**src/shared/ddw_pkg.sv**
```systemverilog
// Shared constants and types for the control word decoder link
package ddw_pkg;

  localparam int WORD_W    = 16;
  localparam int FREQ_W    = 28;
  localparam int HALF_W    = 14;
  localparam int ANGLE_W   = 12;
  localparam int BIT_CNT_W = 4;

  // Word tag and control field positions
  localparam int TAG_HI        = 15;
  localparam int TAG_LO        = 14;
  localparam int POS_FULL_WORD = 13;
  localparam int POS_HALF_SEL  = 12;
  localparam int POS_FREQ_SEL  = 11;
  localparam int POS_ANGLE_SEL = 10;
  localparam int POS_RESET     = 8;
  localparam int POS_CLK_HALT  = 7;
  localparam int POS_DAC_PD    = 6;
  localparam int POS_RESERVED  = 2;

  localparam logic [1:0] TAG_CONTROL = 2'h0;
  localparam logic [1:0] TAG_FREQ_A  = 2'h1;
  localparam logic [1:0] TAG_FREQ_B  = 2'h2;
  localparam logic [1:0] TAG_ANGLE   = 2'h3;
  localparam int         ANGLE_SEL_BIT = 13;

  localparam logic [15:0] CTRL_RESET_VAL = 16'h0000;

  // Output latency after a register load, in master clock cycles
  localparam int LATENCY_MIN = 7;
  localparam int LATENCY_MAX = 8;
  localparam logic [3:0] LATENCY_CYC = 4'h7;

  // Host serial clock divider: last divider count; a half period is SCLK_HALF plus one pclk cycles
  localparam logic [3:0] SCLK_HALF = 4'h4;
  localparam logic [3:0] BITS_LAST = 4'hf;

  // Host bus register offsets
  localparam logic [7:0] OFS_TX     = 8'h00;
  localparam logic [7:0] OFS_STATUS = 8'h04;

  typedef enum logic [3:0]
  {
    HST_IDLE  = 4'h1,
    HST_SETUP = 4'h2,
    HST_SHIFT = 4'h4,
    HST_END   = 4'h8
  } ddw_host_state_type;

  function automatic logic [27:0] ddw_merge_half(input logic [27:0] cur,
                                                 input logic [13:0] half,
                                                 input logic        upper);
    ddw_merge_half = upper ? {half, cur[13:0]} : {cur[27:14], half};
  endfunction

endpackage

```
**src/shared/ddw_link_if.sv**
```systemverilog
// Three-wire serial link between host and waveform device
`timescale 1ns/1ps
interface ddw_link_if;
  logic sclk;
  logic sdata;
  logic frame_select_n;

  modport host
  (
    output sclk,
    output sdata,
    output frame_select_n
  );

  modport device
  (
    input sclk,
    input sdata,
    input frame_select_n
  );
endinterface

```
**src/verilog/ddw_device.sv**
```systemverilog
// Device end: serial word receiver, control decoder and frequency loader
//
// Decided for this implementation: the register offsets and register access over APB.
`timescale 1ns/1ps
module ddw_device
  import ddw_pkg::*;
(
  // Clock and reset
  input  wire logic               pclk,
  input  wire logic               presetn,
  // Serial link
  ddw_link_if.device              link,
  // Master clock enable (one pulse per master clock cycle)
  input  wire logic               mclk_en,
  // Observed state
  output logic [WORD_W-1:0]       operating_control,
  output logic [FREQ_W-1:0]       freq_word_a,
  output logic [FREQ_W-1:0]       freq_word_b,
  output logic [ANGLE_W-1:0]      angle_offset_a,
  output logic [ANGLE_W-1:0]      angle_offset_b,
  output logic [FREQ_W-1:0]       phase_acc,
  output logic [ANGLE_W-1:0]      phase_out,
  output logic                    converter_powerdown,
  output logic                    word_strobe
);

  // ------------------------------------------------------------
  // Pin synchronisers
  // ------------------------------------------------------------
  logic [1:0] sclk_s_q;
  logic [1:0] sdata_s_q;
  logic [1:0] fsn_s_q;
  logic       sclk_old_q;

  always_ff @(posedge pclk or negedge presetn)
  begin
    if (!presetn)
    begin
      sclk_s_q   <= 2'h3;
      sdata_s_q  <= 2'h0;
      fsn_s_q    <= 2'h3;
      sclk_old_q <= 1'h1;
    end
    else
    begin
      sclk_s_q   <= {sclk_s_q[0], link.sclk};
      sdata_s_q  <= {sdata_s_q[0], link.sdata};
      fsn_s_q    <= {fsn_s_q[0], link.frame_select_n};
      sclk_old_q <= sclk_s_q[1];
    end
  end

  logic sclk_fall;
  assign sclk_fall = sclk_old_q & ~sclk_s_q[1];

  // ------------------------------------------------------------
  // Shift register
  // ------------------------------------------------------------
  logic [WORD_W-1:0]    shift_q;
  logic [BIT_CNT_W-1:0] bit_cnt_q;
  logic                 word_done_q;
  logic [WORD_W-1:0]    word_q;

  always_ff @(posedge pclk or negedge presetn)
  begin
    if (!presetn)
    begin
      shift_q     <= 16'h0000;
      bit_cnt_q   <= 4'h0;
      word_done_q <= 1'h0;
      word_q      <= 16'h0000;
    end
    else
    begin
      word_done_q <= 1'h0;
      if (fsn_s_q[1])
        bit_cnt_q <= 4'h0;
      else if (sclk_fall)
      begin
        shift_q   <= {shift_q[WORD_W-2:0], sdata_s_q[1]};
        bit_cnt_q <= bit_cnt_q + 4'h1;
        if (bit_cnt_q == BITS_LAST)
        begin
          word_done_q <= 1'h1;
          word_q      <= {shift_q[WORD_W-2:0], sdata_s_q[1]};
        end
      end
    end
  end

  // ------------------------------------------------------------
  // Control register and frequency loading
  // ------------------------------------------------------------
  // Control takes effect on a master clock tick, the model of its falling-edge sample
  logic [WORD_W-1:0] ctrl_pend_q;
  logic              ctrl_pend_v_q;
  logic [HALF_W-1:0] low_half_q;
  logic              low_seen_q;
  logic [1:0]        low_tag_q;
  logic              load_pulse_q;

  logic [1:0]        tag;
  logic [HALF_W-1:0] dat;
  assign tag = word_q[TAG_HI:TAG_LO];
  assign dat = word_q[HALF_W-1:0];

  always_ff @(posedge pclk or negedge presetn)
  begin
    if (!presetn)
    begin
      operating_control <= CTRL_RESET_VAL;
      ctrl_pend_q       <= CTRL_RESET_VAL;
      ctrl_pend_v_q     <= 1'h0;
      freq_word_a       <= 28'h0000000;
      freq_word_b       <= 28'h0000000;
      angle_offset_a    <= 12'h000;
      angle_offset_b    <= 12'h000;
      low_half_q        <= 14'h0000;
      low_seen_q        <= 1'h0;
      low_tag_q         <= 2'h0;
      load_pulse_q      <= 1'h0;
    end
    else
    begin
      load_pulse_q <= 1'h0;
      if (ctrl_pend_v_q && mclk_en)
      begin
        operating_control <= ctrl_pend_q;
        ctrl_pend_v_q     <= 1'h0;
      end
      if (word_done_q)
      begin
        if (tag == TAG_CONTROL)
        begin
          ctrl_pend_q   <= word_q;
          ctrl_pend_v_q <= 1'h1;
          low_seen_q    <= 1'h0;
        end
        else if (tag == TAG_ANGLE)
        begin
          load_pulse_q <= 1'h1;
          if (word_q[ANGLE_SEL_BIT])
            angle_offset_b <= word_q[ANGLE_W-1:0];
          else
            angle_offset_a <= word_q[ANGLE_W-1:0];
        end
        else if (operating_control[POS_FULL_WORD])
        begin
          if (!low_seen_q)
          begin
            low_half_q <= dat;
            low_seen_q <= 1'h1;
            low_tag_q  <= tag;
          end
          else
          begin
            // Mismatched second address is taken as a new first half
            low_seen_q <= 1'h0;
            if (low_tag_q != tag)
            begin
              low_half_q <= dat;
              low_seen_q <= 1'h1;
              low_tag_q  <= tag;
            end
            else
            begin
              load_pulse_q <= 1'h1;
              if (tag == TAG_FREQ_B)
                freq_word_b <= {dat, low_half_q};
              else
                freq_word_a <= {dat, low_half_q};
            end
          end
        end
        else
        begin
          load_pulse_q <= 1'h1;
          low_seen_q   <= 1'h0;
          if (tag == TAG_FREQ_B)
            freq_word_b <= ddw_merge_half(freq_word_b, dat, operating_control[POS_HALF_SEL]);
          else
            freq_word_a <= ddw_merge_half(freq_word_a, dat, operating_control[POS_HALF_SEL]);
        end
      end
    end
  end

  // ------------------------------------------------------------
  // Accumulator with output latency pipeline
  // ------------------------------------------------------------
  // Reserved bit two is not decoded, so a stray one is harmless.
  logic [FREQ_W-1:0]  incr;
  logic [ANGLE_W-1:0] offs;
  assign incr = operating_control[POS_FREQ_SEL] ? freq_word_b : freq_word_a;
  assign offs = operating_control[POS_ANGLE_SEL] ? angle_offset_b : angle_offset_a;

  // Seven stages behind the offset adder; a frequency load adds the accumulator tick
  logic [ANGLE_W-1:0] pipe_q [LATENCY_MIN];
  logic               in_reset;
  assign in_reset = operating_control[POS_RESET];

  always_ff @(posedge pclk or negedge presetn)
  begin
    if (!presetn)
    begin
      phase_acc <= 28'h0000000;
      for (int i = 0; i < LATENCY_MIN; i++)
        pipe_q[i] <= 12'h000;
    end
    else if (mclk_en && !operating_control[POS_CLK_HALT])
    begin
      if (in_reset)
      begin
        phase_acc <= 28'h0000000;
        for (int i = 0; i < LATENCY_MIN; i++)
          pipe_q[i] <= 12'h000;
      end
      else
      begin
        phase_acc <= phase_acc + incr;
        pipe_q[0] <= phase_acc[FREQ_W-1:FREQ_W-ANGLE_W] + offs;
        for (int i = 1; i < LATENCY_MIN; i++)
          pipe_q[i] <= pipe_q[i-1];
      end
    end
  end

  always_ff @(posedge pclk or negedge presetn)
  begin
    if (!presetn)
    begin
      phase_out           <= 12'h000;
      converter_powerdown <= 1'h0;
      word_strobe         <= 1'h0;
    end
    else
    begin
      phase_out           <= pipe_q[LATENCY_MIN-1];
      converter_powerdown <= operating_control[POS_DAC_PD];
      word_strobe         <= load_pulse_q;
    end
  end

endmodule

```
**src/flat_wrapper.sv**
```systemverilog
// flat-port wrapper written by rule: the top's interface ports become plain ports
module ddw_device_flat import ddw_pkg::*;
  (pclk, presetn, mclk_en, operating_control, freq_word_a, freq_word_b, angle_offset_a, angle_offset_b, phase_acc, phase_out, converter_powerdown, word_strobe, link_sclk, link_sdata, link_frame_select_n);
  ddw_link_if link_i ();
  input  wire logic pclk;
  input  wire logic presetn;
  input  wire logic mclk_en;
  output logic [WORD_W-1:0] operating_control;
  output logic [FREQ_W-1:0] freq_word_a;
  output logic [FREQ_W-1:0] freq_word_b;
  output logic [ANGLE_W-1:0] angle_offset_a;
  output logic [ANGLE_W-1:0] angle_offset_b;
  output logic [FREQ_W-1:0] phase_acc;
  output logic [ANGLE_W-1:0] phase_out;
  output logic converter_powerdown;
  output logic word_strobe;
  input wire logic [$bits(link_i.sclk)-1:0] link_sclk;
  input wire logic [$bits(link_i.sdata)-1:0] link_sdata;
  input wire logic [$bits(link_i.frame_select_n)-1:0] link_frame_select_n;
  assign link_i.sclk = link_sclk;
  assign link_i.sdata = link_sdata;
  assign link_i.frame_select_n = link_frame_select_n;
  ddw_device u_core (.pclk(pclk), .presetn(presetn), .link(link_i), .mclk_en(mclk_en), .operating_control(operating_control), .freq_word_a(freq_word_a), .freq_word_b(freq_word_b), .angle_offset_a(angle_offset_a), .angle_offset_b(angle_offset_b), .phase_acc(phase_acc), .phase_out(phase_out), .converter_powerdown(converter_powerdown), .word_strobe(word_strobe));
endmodule
```
**config.mk**
```make
export PLATFORM = sky130hd
export DESIGN_NAME = ddw_device_flat
export DESIGN_NICKNAME = d
export VERILOG_FILES = /design/src/shared/ddw_pkg.sv /design/src/shared/ddw_link_if.sv /design/src/verilog/ddw_device.sv /design/src/flat_wrapper.sv
export SDC_FILE = /design/constraint.sdc
export NUM_CORES = 1
export LEC_CHECK = 0
export ABC_CLOCK_PERIOD_IN_PS = 4000
export BUFFER_PORTS_ARGS = -buffer_cell sky130_fd_sc_hd__buf_2
export CORE_MARGIN = 4
export CORE_UTILIZATION = 50
export DETAILED_ROUTE_END_ITERATION = 10
export PLACE_DENSITY = 0.69
export SYNTH_ARGS = -nofsm -noshare
export SYNTH_HDL_FRONTEND = slang
export SYNTH_SLANG_ARGS = --single-unit
```
**constraint.sdc**
```tcl
create_clock -name pclk -period 4 [get_ports pclk]
set_input_delay 0.2 -clock pclk [delete_from_list [all_inputs] [get_ports pclk]]
set_output_delay 0.2 -clock pclk [all_outputs]
set_load 0.02 [all_outputs]
```
==> results of run 1 <==
-- worst max-delay path by stage --
| stage | from | to | slack (ns) | cells past startpoint |
|---|---|---|---|---|
| final | u_core.operating_control[11]$_DFFE_PN0P_ | u_core.phase_acc[16]$_DFFE_PN0P_ | 0.78 | 11 |
| after global routing | u_core.operating_control[11]$_DFFE_PN0P_ | u_core.phase_acc[16]$_DFFE_PN0P_ | 0.64 | 11 |
| after CTS | u_core.operating_control[11]$_DFFE_PN0P_ | u_core.phase_acc[16]$_DFFE_PN0P_ | 0.80 | 11 |
| after detailed placement | u_core.operating_control[11]$_DFFE_PN0P_ | u_core.phase_acc[16]$_DFFE_PN0P_ | 0.84 | 11 |
| after global placement | u_core.operating_control[11]$_DFFE_PN0P_ | u_core.phase_acc[16]$_DFFE_PN0P_ | 0.91 | 11 |
| after floorplan | u_core.operating_control[11]$_DFFE_PN0P_ | u_core.phase_acc[16]$_DFFE_PN0P_ | 0.66 | 11 |
-- cells in the mapped netlist, drive strengths merged (8+ instances only) --
cell,count,area (sq um)
dfrtp,295,7380
xor2,17,149
ha,42,526
and3,8,50.1
xnor2,16,140
a21oi,42,214
nand2,150,566
a21o,15,114
a22oi,13,97.6
mux2,164,1850
buf,22,111
inv,17,63.8
nand2b,80,500
nand3,10,50.1
clkbuf,46,175
nor2,38,150
a211oi,9,77.6
o21ai,139,703
o21a,8,61.3
-- routing by layer --
metal	share of wire, %	track usage [%]	vias up
li1	-	-	4526
met1	45	29.1	4752
met2	49	35.8	193
met3	4.6	3.94	49
met4	1.8	4.12	0
met5	0	0	-
-- worst max-delay path, delay by kind of cell, from the launching register on --
kind / cells / cell delay (ns)
mux: 1 / 0.37
buf+inv: 1 / 0.24
compound gates: 4 / 0.84
flops: 1 / 0.34
simple gates: 3 / 0.64
fa+ha+maj: 2 / 0.68
-- repair_timing --
item | CTS | global route
hold buffers | 5 | 0
hold endpoints to repair | 107 | 0
setup endpoints to repair | 0 | 0
-- sequential cells by signal, indices dropped and copies added (netlist names), 2 cells and up --
name and flops:
u_core.phase_out 12, u_core.phase_acc 28, u_core.angle_offset_b 12, u_core.bit_cnt_q 4, u_core.freq_word_a 28, u_core.low_half_q 14
u_core.fsn_s_q 2, u_core.ctrl_pend_q 16, u_core.pipe_q 84, u_core.low_tag_q 2, u_core.sdata_s_q 2, u_core.operating_control 16
u_core.word_q 16, u_core.sclk_s_q 2, u_core.freq_word_b 28, u_core.angle_offset_a 12, u_core.shift_q 15
-- final cells by class --
cell class	instances	area (sq um)	share of cell area, %
multi-input cells	833	6010	37.4
well taps	372	465	2.90
inverters	17	63.8	0.397
clock inverters	13	233	1.45
flip-flops and latches	300	7510	46.8
clock buffers	44	895	5.57
repair buffers	160	878	5.47
-- power by group through the flow --
| stage | clock, mW | sequential, mW | combinational (mW) |
|---|---|---|---|
| 4_1_cts | 3.18 | 3.43 | 0.648 |
| 3_3_place_gp | 0 | 3.48 | 0.631 |
| 3_5_place_dp | 0 | 3.49 | 0.642 |
| 6_report | 3.12 | 3.43 | 0.637 |
| 5_1_grt | 3.32 | 3.46 | 0.729 |
| 2_1_floorplan | 0 | 3.50 | 0.357 |
-- per-stage QoR --
step / worst slack (ns) / hold WS, ns / cell area, sq um
final: 0.784 / 0.274 / 16100
after floorplan: 0.659 / -0.0956 / 13900
after global placement: 0.908 / 0.306 / 14900
after CTS: 0.797 / 0.247 / 16100
after detailed placement: 0.842 / 0.306 / 14900
after global routing: 0.644 / 0.281 / 16100
-- cells by family (layout without fill, tap and decap cells) --
logic type,count (synthesis),after routing,synth area share [%]
and+or+nand+nor,317,317,11.0
muxes,168,168,13.6
AOI/OAI and AO/OA,271,271,12.6
buffers and inverters,85,234,2.53
xor gates and xnor gates,33,33,2.08
adders and majority gates,44,44,4.08
DFF,300,300,54.2
==> metrics, run 1 <==
Hold Startpoint link_sdata; HPWL after DPL 22,300 um; Worst Hold Class in2reg; MaxCap Viol Count 0; Worst Setup Path Type reg2reg; DR iter-0 viols 728; CP max FO 17; #FFs+latches synth 300; status completed; share of layout cells above drive strength 1 28.4%; worst vdd ir 0.334 mV; wire per inst 18.6 um; CTS root buf clkbuf_16; Clock Latency Late Sink 0.57 ns; Die X 175 um; min cycle time layout 3.22 ns; initial antenna violation count 0; Post-synth EDFFs 0; Mapped Nets 1,268; Max-slew headroom 27.8%; post-CTS resize count 0; Port Buffers 143; Setup TNS 0 ns; CP max stage cell or4b_1; sw frac 24.2%; period utilisation layout 80.4%; vias per cell 5.47; DIE HEIGHT 175 um; LEAKAGE 7.99 nW; Nets 1,393; RSZ-0062 raised after global routing no; global-route wire length before repair 52,600 um; H-Tree Level Count 1; Initial DRT Pass Iterations 5; FFs w/ async S/R, synth 100%; crit path launch type flop; most common cell after layout, fill and taps aside dfrtp_1; total CTS buffers 31; CP Cell Sequence buf_4, mux2_2, ha_1, fa_1, a211oi_2, o21a_2, nor2_4, a311oi_4, o21ai_2, or4b_1, nand3_1; Synth cell types 65; Synth-to-Final Area Change 15.8%; full die area 30,500 sq um; Fill cells 2,305; Worst Path Required 4.48 ns; final wirelength 32,300 um; register-to-register setup slack 0.78 ns; Final Max Tran Viols 0; Placed Cells 1,677; placer congestion estimate 0.877; Routed Antenna Nets 0; antenna cell count 0; critical path arrival 3.70 ns; crit-path max cell delay 0.48 ns; core box area 27,100 sq um; ys flop type dfrtp_1; Gate Count Post-Synth 1,218; Final Hold Viols 0; CTS tree built; Power, Total 7.18 mW; reg2reg start u_core.operating_control[11]$_DFFE_PN0P_; Clk pwr share 43.4%; pwr dens 447 nW/um^2; syn avg cell area 11.4 sq um; clock sinks 300; number of global-route vias before repair 9,593; Worst-Margin Slew 1.08 ns; DR vias 9,520; Worst-path clk slew 0.06 ns; # IOs 144; Comb pwr share 8.9%; most frequent cells in the layout dfrtp_1 (294), mux2_2 (154), nand2_1 (149); drt drc 0; GRT Overall Usage 21.2%; Starting Density 51.2%; P_sw 1.74 mW; endpoints failing setup 0; Worst Reg-to-Reg Cells 11; Max clock buf depth 3; Hold EP u_core.sdata_s_q[0]$_DFF_PN0_; Reg power frac 47.7%; row count 60; Cell Area, Synth 13,900 sq um; P_int 5.45 mW; post-synthesis sequential area ratio 54.2%; Post-CTS Setup Inserts 0; f_max 0.311 GHz; largest net degree at the start of global routing 135; fin util 59.3%; fin cells 1,739; remaining global-route overflow 0; Synth Warn # 0; CP endpoint kind flop; Max Clock Skew 0.0242 ns; WHS Path Cells 2; reg2reg end u_core.phase_acc[16]$_DFFE_PN0P_
Note: power is estimated with default switching activity, not from simulation.
==> run 2, diff against run 1 <==
Settings changed: ABC_CLOCK_PERIOD_IN_PS 4000 to 2700, PLACE_DENSITY 0.69 to 0.72.
Clock period 4 ns to 2.7 ns, I/O delays scaled along.
==> run 2 against run 1 <==
The flow now finishes with violations (negative setup slack). Register-to-register slack got worse by 0.82 ns. Wire length grew 4.5%. Non-clock buffer count is 93 higher. Sequential share of layout area decreased by 3.3 points. Combinational power increased by 77%. Sequential power up 48%. Utilization rose by 4.5 points. Final cell count rose by 5.2%. Largest cell class unchanged. Largest power group unchanged. Critical path depth is 2 higher. Count of clock-buffer cells in the layout shrank 5. First-iteration DRC count is 11% lower.
==> metrics, run 2 (synthesis results as in run 1) <==
Final Max Tran Viols 0 (unchanged); met1 Use GR 30.9% (+1.8 points); Synth-to-Final Area Change 24.6%; CTS tree built; critical path arrival 3.18 ns (-0.52 ns); reg2reg start u_core.operating_control[11]$_DFFE_PN0P_; crit path capture u_core.phase_acc[25]$_DFFE_PN0P_; GRT Overall Usage 21.7% (+0.48 points); Final Hold Viols 0 (unchanged); Max clock buf depth 3 (unchanged); endpoints failing setup 4 (+4); max FFs per register 84 (unchanged); antenna cell count 0 (unchanged); most common cell after layout, fill and taps aside dfrtp_1; Max Clock Skew 0.0311 ns (+0.00692 ns); min cycle time layout 2.74 ns (-0.480 ns); Clk pwr share 40.7% (-2.7 points); final wirelength 33,800 um (+4.5%); full die area 30,500 sq um (unchanged); DR vias 9,903 (+4.0%); largest net degree at the start of global routing 103 (-24%); MaxCap Viol Count 0 (unchanged); vias per cell 5.41 (-1.1%); Worst Reg-to-Reg Cells 13 (+2); Comb pwr share 10.8% (+1.9 points); Critical Path Source u_core.operating_control[11]$_DFFE_PN0P_; Nets 1,485 (+6.6%); Clock Latency Late Sink 0.56 ns (about the same); met2 Use GR 34.0% (-1.7 points); Top reg by flops u_core.pipe_q; Port Buffers 143 (unchanged); global-route wire length before repair 53,400 um (+1.6%); RSZ-0062 raised after global routing yes; CP endpoint kind flop; register-to-register setup slack -0.04 ns (-0.82 ns); Routed Antenna Nets 0 (unchanged); busiest grt layer met2; DR iter-0 viols 650 (-11%); crit path launch type flop; GR Util met3 3.85% (-0.087 points); DIE HEIGHT 175 um (unchanged); HPWL after DPL 23,400 um (+4.8%); clock sinks 300 (unchanged); CP max FO 7 (-10); placer congestion estimate 0.922 (+5.1%); LEAKAGE 8.47 nW (+6.1%); fin util 63.8% (+4.5 points); P_int 7.86 mW (+44%); f_max 0.365 GHz (+18%); row count 60 (unchanged); reg2reg end u_core.phase_acc[25]$_DFFE_PN0P_; Worst Path Required 3.15 ns (-1.33 ns); drt drc 0 (unchanged); sw frac 25.2% (+1.0 points); Initial DRT Pass Iterations 5 (unchanged); pwr dens 608 nW/um^2 (+36%); Worst-Margin Slew 0.945 ns (-0.138 ns); initial antenna violation count 0 (unchanged); Max-slew headroom 37.0% (+9.2 points); period utilisation layout 101% (+21 points); wire per inst 18.5 um (-0.65%); CTS root buf clkbuf_16; worst vdd ir 0.577 mV (+73%); most frequent cells in the layout dfrtp_1 (292), nand2_1 (147), mux2_2 (145); Starting Density 51.2% (unchanged); Setup TNS -0.107 ns (-0.107 ns); Placed Cells 1,761 (+5.0%); H-Tree Level Count 1 (unchanged); Die X 175 um (unchanged); Worst-path clk slew 0.07 ns (about the same); Final WS setup -0.0366 ns (-0.820 ns); P_sw 2.65 mW (+53%); # IOs 144 (unchanged); share of layout cells above drive strength 1 37.4% (+9.0 points); Worst Hold Class in2async; number of global-route vias before repair 9,667 (+0.77%); remaining global-route overflow 0 (unchanged); core box area 27,100 sq um (unchanged); Worst Setup Path Type reg2reg; fin cells 1,830 (+5.2%); status finished, violations left; Reg power frac 48.5% (+0.8 points); total CTS buffers 30 (-3.2%); failing checks negative setup slack
==> run 2: changes by cell type in the layout (fill, tap and decap cells not counted), sizes merged <==
cell,before,now
buf,155,248
inv,18,17
clkinv,5,10
clkinvlp,1,2
bufinv,6,4
clkbuf,44,39
==> run 2: worst min-delay path by stage <==
stage | cells after the start | end | start | slack (ns)
6_report | 2 | u_core.phase_out[3]$_DFF_PN0_ | presetn | 0.16
5_1_grt | 2 | u_core.phase_out[5]$_DFF_PN0_ | presetn | 0.21
4_1_cts | 2 | u_core.pipe_q[66]$_DFFE_PN0P_ | presetn | 0.16
3_5_place_dp | 1 | u_core.phase_out[5]$_DFF_PN0_ | presetn | 0.15
3_3_place_gp | 1 | u_core.phase_out[5]$_DFF_PN0_ | presetn | 0.15
2_1_floorplan | 0 | u_core.angle_offset_a[0]$_DFFE_PN0P_ | presetn | -0.16
==> run 2: area by class of cell <==
| type | instances | area, sq um |
|---|---|---|
| clock inverter | 16 | 196 |
| clock buffer | 39 | 825 |
| sequential | 300 | 7520 |
| timing repair buffer | 253 | 1660 |
| fill | 2145 | 9820 |
| multi-input combinational | 833 | 6560 |
| inverter | 17 | 66.3 |
| tap | 372 | 465 |
==> run 2: metrics by stage <==
step           area (sq um)  power (mW)  hold WS, ns  setup WS [ns]
2_1_floorplan         13900        5.72       -0.161         -0.213
3_3_place_gp          15600        6.17        0.151        -0.0732
5_1_grt               17300        10.9        0.213         -0.144
4_1_cts               16900        10.6        0.157        -0.0903
3_5_place_dp          15600        6.22        0.153         -0.134
6_report              17300        10.5        0.161        -0.0366
==> run 2: routing by layer <==
layer | vias up | part of all wire [%]
met5 | - | 0
met4 | 0 | 3.6
met3 | 75 | 6.1
met2 | 260 | 46
met1 | 4851 | 44
li1 | 4717 | -
==> run 2: timing repair <==
action | CTS | global route
resized for setup | 38 | 65
pin swaps | 15 | 37
hold buffers | 5 | 0
endpoints found under the hold margin | 102 | 0
setup buffers | 4 | 5
endpoints found under the setup margin | 13 | 23
==> run 2: power groups by stage <==
stage	Sequential [mW]	Combinational [mW]	Clock (mW)
6_report	5.09	1.13	4.28
5_1_grt	5.13	1.27	4.55
4_1_cts	5.09	1.11	4.38
3_5_place_dp	5.16	1.06	0
3_3_place_gp	5.14	1.03	0
2_1_floorplan	5.19	0.532	0
==> run 2: worst max-delay path: stages (launching register included) <==
cell,delay [ns]
dfrtp_2,0.42
buf_6,0.13
buf_6,0.12
buf_12,0.13
mux2_4,0.31
ha_4,0.24
a21o_1,0.20
a221oi_4,0.35
nor3b_2,0.10
a211oi_2,0.15
buf_4,0.18
o41ai_4,0.08
xnor2_1,0.16
o21ai_1,0.07
